==> config.mk <==
export PLATFORM = sky130hd
export DESIGN_NAME = secondary_config_register
export DESIGN_NICKNAME = d
export VERILOG_FILES = /design/src/design/secondary_configuration_pkg.sv /design/src/design/two_stage_sync.sv /design/src/design/secondary_config_register.sv
export SDC_FILE = /design/constraint.sdc
export NUM_CORES = 1
export LEC_CHECK = 0
export BUFFER_PORTS_ARGS = -buffer_cell sky130_fd_sc_hd__buf_4
export CAP_MARGIN = 20
export CORE_MARGIN = 10
export CORE_UTILIZATION = 35
export CTS_CLUSTER_DIAMETER = 150
export CTS_CLUSTER_SIZE = 12
export DETAILED_ROUTE_END_ITERATION = 10
export HOLD_SLACK_MARGIN = 0.05
export PLACE_DENSITY = 0.71
export SLEW_MARGIN = 20
export SYNTH_ARGS = -nofsm -noshare
export SYNTH_HDL_FRONTEND = slang
export SYNTH_SLANG_ARGS = --single-unit
==> constraint.sdc <==
create_clock -name clk -period 1.68 [get_ports clk]
set_clock_uncertainty 0.1 [all_clocks]
set_input_delay 0.084 -clock clk [delete_from_list [all_inputs] [get_ports clk]]
set_output_delay 0.084 -clock clk [all_outputs]
set_load 0.01 [all_outputs]
==> src/design/secondary_configuration_pkg.sv <==
// Package with offsets, field positions, reset values and timing for the secondary configuration register.
package secondary_configuration_pkg;
   localparam logic [7:0] SECONDARY_CONFIGURATION_ADDR = 8'h14;
   localparam logic [7:0] SECOND_CONFIGURATION_ADDR = 8'h15;
   localparam logic [7:0] BOOSTER_CONFIGURATION_ADDR = 8'h16;
   localparam logic [15:0] SECONDARY_CONFIGURATION_RESET = 16'hC111;
   localparam logic [15:0] WRITE_MASK = 16'hFFF0;
   localparam int CLAMP_HI = 15;
   localparam int CLAMP_LO = 14;
   localparam int OCP_BIT = 13;
   localparam int UV_BIT = 12;
   localparam int DESAT_BIT = 11;
   localparam int TIMEOUT_BIT = 10;
   localparam int PSUP_BIT = 9;
   localparam int DCLAMP_BIT = 8;
   localparam int IO2_HI = 7;
   localparam int IO2_LO = 6;
   localparam int UNLOCK_BIT = 5;
   localparam int VBE_BIT = 4;
   localparam int LMI_BIT = 1;
   localparam int PARITY_BIT = 0;
   localparam logic [1:0] CLAMP_LOW = 2'h0;
   localparam logic [1:0] CLAMP_HIGH = 2'h1;
   localparam logic [1:0] CLAMP_SAFE = 2'h2;
   localparam logic [1:0] CLAMP_REGULAR = 2'h3;
   localparam logic [1:0] IO2_INPUT = 2'h0;
   localparam logic [1:0] IO2_FORWARD = 2'h1;
   localparam int CLK_HZ = 25000000;
   localparam int TIMEOUT_REGULAR_MS = 15;
   localparam int TIMEOUT_LONG_MS = 60;
   localparam longint TIMEOUT_REGULAR_CYCLES = longint'(CLK_HZ) * TIMEOUT_REGULAR_MS / 1000;
   localparam longint TIMEOUT_LONG_CYCLES = longint'(CLK_HZ) * TIMEOUT_LONG_MS / 1000;
endpackage : secondary_configuration_pkg

==> src/design/two_stage_sync.sv <==
// Two flip-flop synchroniser for pin inputs.
`timescale 1ns/1ps
module two_stage_sync
(
   input wire logic clk,
   input wire logic resetn,
   input wire logic async_in,
   output logic sync_out
);
   logic stage_reg;

   always_ff @(posedge clk or negedge resetn)
   begin
      if (!resetn)
      begin
         stage_reg <= 1'b0;
         sync_out <= 1'b0;
      end
      else
      begin
         stage_reg <= async_in;
         sync_out <= stage_reg;
      end
   end
endmodule : two_stage_sync

==> src/design/secondary_config_register.sv <==
// Secondary configuration register with its control outputs and advanced write gating.
// Function
// - The two-bit clamp field drives the inhibit pin low, high, in safe turn-off only, or in any turn-off.
// - The overcurrent level bit selects the first threshold at zero and the second at one.
// - The secondary undervoltage level bit selects the first lockout threshold at zero and the second at one.
// - The desaturation level bit selects the first detection threshold at zero and the second at one.
// - The time-out length bit selects about 15 ms at zero and about 60 ms at one for verification mode.
// - The pulse suppressor enable bit switches the internal pulse suppressor on and off.
// - With desaturation clamping enabled the sense pin is tied to ground while the PWM command is off.
// - The second I/O pin mode makes that pin an input at 00 and a forwarder of the first pin at 01.
// - While the unlock bit is clear, writes to the second configuration and booster registers are discarded.
// - The unlock bit clears itself whenever the configuration operating mode is left.
// - The base-emitter compensation bit applies compensation to the turn-off, turn-on and weak turn-on plateaus.
// - The last-message-invalid bit reads one after a discarded message and zero after a processed one.
`timescale 1ns/1ps
module secondary_config_register
(
   input wire logic clk,
   input wire logic resetn,
   input wire logic [7:0] reg_addr,
   input wire logic [15:0] reg_wdata,
   input wire logic reg_write,
   input wire logic msg_done,
   input wire logic msg_discarded,
   input wire logic configuration_operating_mode,
   input wire logic turn_off_regular,
   input wire logic turn_off_safe,
   input wire logic pwm_on,
   input wire logic first_digital_io_pin,
   input wire logic second_digital_io_pin_in,
   output logic [15:0] reg_rdata,
   output logic advanced_write_enable,
   output logic active_clamp_inhibit_pin,
   output logic overcurrent_level_select,
   output logic secondary_undervoltage_level_select,
   output logic desaturation_level_select,
   output logic [31:0] verification_timeout_cycles,
   output logic pulse_suppressor_enable,
   output logic desaturation_clamp_active,
   output logic base_emitter_compensation_enable,
   output logic second_digital_io_pin_out,
   output logic second_digital_io_pin_oe_n,
   output logic second_digital_io_pin_value
);
   logic [15:0] config_reg;
   logic last_message_invalid_reg;
   logic mode_reg;
   logic io1_sync;
   logic io2_sync;
   logic cfg_write;
   logic adv_write;
   logic [15:0] read_word;

   function automatic logic [15:0] with_parity(input logic [15:0] w);
      logic [15:0] r;
      r = w;
      r[secondary_configuration_pkg::PARITY_BIT] = ~(^w[15:1]);
      return r;
   endfunction : with_parity

   two_stage_sync io1_sync_i (.clk(clk), .resetn(resetn), .async_in(first_digital_io_pin), .sync_out(io1_sync));
   two_stage_sync io2_sync_i (.clk(clk), .resetn(resetn), .async_in(second_digital_io_pin_in), .sync_out(io2_sync));

   assign cfg_write = reg_write && (reg_addr == secondary_configuration_pkg::SECONDARY_CONFIGURATION_ADDR);
   assign adv_write = reg_write && config_reg[secondary_configuration_pkg::UNLOCK_BIT]
      && ((reg_addr == secondary_configuration_pkg::SECOND_CONFIGURATION_ADDR)
      || (reg_addr == secondary_configuration_pkg::BOOSTER_CONFIGURATION_ADDR));

   always_ff @(posedge clk or negedge resetn)
   begin
      if (!resetn)
         mode_reg <= 1'b0;
      else
         mode_reg <= configuration_operating_mode;
   end

   // Mode exit outranks a simultaneous write so the unlock bit cannot survive leaving the mode.
   always_ff @(posedge clk or negedge resetn)
   begin
      if (!resetn)
         config_reg <= secondary_configuration_pkg::SECONDARY_CONFIGURATION_RESET & secondary_configuration_pkg::WRITE_MASK;
      else
      begin
         if (cfg_write)
            config_reg <= reg_wdata & secondary_configuration_pkg::WRITE_MASK;
         if (mode_reg && !configuration_operating_mode)
            config_reg[secondary_configuration_pkg::UNLOCK_BIT] <= 1'b0;
      end
   end

   always_ff @(posedge clk or negedge resetn)
   begin
      if (!resetn)
         last_message_invalid_reg <= 1'b0;
      else if (msg_done)
         last_message_invalid_reg <= msg_discarded;
   end

   always_comb
   begin
      read_word = config_reg;
      read_word[secondary_configuration_pkg::LMI_BIT] = last_message_invalid_reg;
   end

   always_ff @(posedge clk or negedge resetn)
   begin
      if (!resetn)
      begin
         reg_rdata <= 16'h0000;
         advanced_write_enable <= 1'b0;
      end
      else
      begin
         reg_rdata <= with_parity(read_word);
         advanced_write_enable <= adv_write;
      end
   end

   always_ff @(posedge clk or negedge resetn)
   begin
      if (!resetn)
         active_clamp_inhibit_pin <= 1'b0;
      else
      begin
         case (config_reg[secondary_configuration_pkg::CLAMP_HI:secondary_configuration_pkg::CLAMP_LO])
            secondary_configuration_pkg::CLAMP_LOW: active_clamp_inhibit_pin <= 1'b0;
            secondary_configuration_pkg::CLAMP_HIGH: active_clamp_inhibit_pin <= 1'b1;
            secondary_configuration_pkg::CLAMP_SAFE: active_clamp_inhibit_pin <= turn_off_safe;
            secondary_configuration_pkg::CLAMP_REGULAR: active_clamp_inhibit_pin <= turn_off_safe || turn_off_regular;
            default: active_clamp_inhibit_pin <= 1'b0;
         endcase
      end
   end

   always_ff @(posedge clk or negedge resetn)
   begin
      if (!resetn)
      begin
         overcurrent_level_select <= 1'b0;
         secondary_undervoltage_level_select <= 1'b0;
         desaturation_level_select <= 1'b0;
         verification_timeout_cycles <= 32'h00000000;
         pulse_suppressor_enable <= 1'b0;
         desaturation_clamp_active <= 1'b0;
         base_emitter_compensation_enable <= 1'b0;
      end
      else
      begin
         overcurrent_level_select <= config_reg[secondary_configuration_pkg::OCP_BIT];
         secondary_undervoltage_level_select <= config_reg[secondary_configuration_pkg::UV_BIT];
         desaturation_level_select <= config_reg[secondary_configuration_pkg::DESAT_BIT];
         verification_timeout_cycles <= config_reg[secondary_configuration_pkg::TIMEOUT_BIT] ?
            32'(secondary_configuration_pkg::TIMEOUT_LONG_CYCLES) : 32'(secondary_configuration_pkg::TIMEOUT_REGULAR_CYCLES);
         pulse_suppressor_enable <= config_reg[secondary_configuration_pkg::PSUP_BIT];
         desaturation_clamp_active <= config_reg[secondary_configuration_pkg::DCLAMP_BIT] && !pwm_on;
         base_emitter_compensation_enable <= config_reg[secondary_configuration_pkg::VBE_BIT];
      end
   end

   // Reserved codes leave the pin as an input, the safe choice when the intent is unknown.
   always_ff @(posedge clk or negedge resetn)
   begin
      if (!resetn)
      begin
         second_digital_io_pin_out <= 1'b0;
         second_digital_io_pin_oe_n <= 1'b1;
         second_digital_io_pin_value <= 1'b0;
      end
      else
      begin
         second_digital_io_pin_out <= io1_sync;
         second_digital_io_pin_oe_n <=
            config_reg[secondary_configuration_pkg::IO2_HI:secondary_configuration_pkg::IO2_LO] != secondary_configuration_pkg::IO2_FORWARD;
         second_digital_io_pin_value <= io2_sync;
      end
   end
endmodule : secondary_config_register

==> impl_metrics.toml <==
[synth]
synth_most_common_cell = "buf_4"
ys_types = 20
synthTopCellsByArea = "dfrtp_1 (52%), buf_4 (17%), mux2_2 (8.0%), dfstp_2 (7.8%), xnor3_1 (4.0%)"
syn_area_um2 = 1680
yosys_most_used_dff = "dfrtp_1"
synth_cells = 116
synth-seq-cells = 40
ys_warn_count = 0
synth_top_area_share_pct = 52.1
synth_edf_count = 0
synth_commonest_cells = "buf_4 (37), dfrtp_1 (35), mux2_2 (12)"
synth-async-reset-ratio_pct = 100
yosysTopAreaCell = "dfrtp_1"
yosysSeqAreaShare_pct = 59.9
syn_avg_cell_area_um2 = 14.5

[drt]
viasPerCell = 4.16
vias = 1040
wl_um = 3570
top_layer = "met4"
drtIter0Drc = 25
wl_met1_um = 1240
wl_met3_um = 773
wl_met2_um = 1540
first_pass_iters = 2
ant_nets = 0
drcViolationCount = 0
wl_per_cell_um = 14.3

[setup_path]
cp.required_ps = 1750
path_class = "flip-flop to flip-flop"
cp.arrival_ps = 1670
startpoint_type = "flip-flop"
reg2regPathDepth = 3
cp_max_fo = 5
end_kind = "flip-flop"
reg2reg_slack_ps = 80

[clock_tree]
cts_made_buffers = 5
clock_sinks = 40
clk_path_buf_depth = 2
root_buffer = "clkbuf_8"
cts_setup_buffers = 0
clk_latency_ps = 280
h-tree-depth = 2
cts.clk_slew.worst_paths_ps = 70
cts_tree = "yes"

[power]
pwr_density_cell_nw_per_um2 = 904
p_sw_uw = 488
leakage_uw = 0.00124
p_total_uw = 2160
irDropWorstVdd_mv = 0.562
seq_power_share_pct = 48.9
clkPwrFrac_pct = 34.9
switching_share_pct = 22.6
p_int_uw = 1670
p_comb_share_pct = 16.2

[placement]
placed_area_um2 = 2070
globalplace.congestion = 0.623
dp_hpwl_um = 2770
dp_cells = 221
numPortBuffers = 71

[sta]
hold_viol_final = 0
timing.fmax_mhz = 625
min_period_ps = 1600
period_share_pct = 95.2
final.setup.tns_ps = 0
rsz0062_at_grt = "false"
drv_slew = 0
final-setup-viol-count = 0
hold_ws_ps = 64.4

[flow_run]
maxCapViolations = 0

[die]
rows = 25
pin_count = 94
core-area_um2 = 4690
die-area_um2 = 7980
initial_core_util_pct = 35.8
die_w_um = 89.3
die_y_um = 89.3

[cells_and_area]
largest_reg_flops = 14
drive_gt1_share_pct = 50.5
fillCellCount = 415
diodes = 0
seq_area_um2 = 1010
instances_no_fill = 250
nets = 230
area_growth_pct = 41.9
multiInputGateArea_um2 = 449
design_area_um2 = 2390

[status]
status = "complete, no violations"

[grt]
grt_pass1_vias = 1143
antenna_found_initial = 0
grt_pass1_wl_um = 5510
overflow = 0
grt.total_usage_pct = 9.07
grt_max_degree = 41

[min_path]
min_path_type = "input port to flip-flop"
holdPathStages = 4
[power groups by stage]
stage	combinational, µW	clock [µW]	sequential, µW
5_1_grt	380	832	1060
2_1_floorplan	171	0	1090
6_report	349	754	1050
4_1_cts	353	784	1060
3_3_place_gp	304	0	1070
3_5_place_dp	311	0	1070
[layer usage]
metal,up-vias,GRT usage (%)
met5,-,0
met1,482,8.90
li1,477,-
met3,4,7.29
met4,0,2.60
met2,77,14.4
[final cells by class]
type / count / share of cell area [%]
flip-flops and latches: 40 / 42.2
clock inverters: 2 / 1.47
clock buffers: 6 / 3.04
inverters: 3 / 0.472
well taps: 54 / 2.83
multi-input cells: 53 / 18.8
repair buffers: 92 / 31.1
[metrics by stage]
step,util (%),worst slack (ps)
after CTS,50.9,113
final,50.9,80.0
after floorplan,-,343
after global placement,44.1,236
after global routing,50.9,20.3
after detailed placement,44.1,206
[worst paths after layout]
check	from	end
max in group asynchronous	resetn	config_reg[4]
hold reg to reg	io1_sync_i.sync_out	second_digital_io_pin_out
hold / removal	reg_addr[5]	config_reg[5]
setup reg to reg	config_reg[15]	active_clamp_inhibit_pin
min in group asynchronous	resetn	last_message_invalid_reg
setup / recovery	config_reg[15]	active_clamp_inhibit_pin
[critical path, stage by stage, from the launching register on]
cell and delay [ps]:
dfstp_2 570, nand2b_1 80, a22o_1 180, dlygate4sd3_1 560
[kinds of logic after synthesis]
kind of cell / synth area share, %
xor+xnor: 7.66
flops: 59.9
mux: 8.04
buf+inv: 17.2
compound gates: 1.41
simple gates: 5.36
other cells: 0.447
[placed cells by master, fill, tap and decap left out, drive strengths merged]
cell type and n:
a221oi 1, a22o 1, a31oi 1, and3 1, and3b 1, and4 1
buf 71, bufinv 1, clkbuf 6, clkinv 1, conb 19, dfrtp 35
dfstp 5, dlygate4sd3 21, inv 3, mux2 12, nand2b 2, nand3 1
nor2 1, nor2b 1, nor4b 1, xnor2 6, xnor3 3, xor2 1
[timing repair]
action,CTS,global route
hold buffers,21,0
hold endpoints to repair,58,0
gates resized for setup,0,0
endpoints found under the setup margin,0,0
Note: power is estimated with default switching activity, not from simulation.
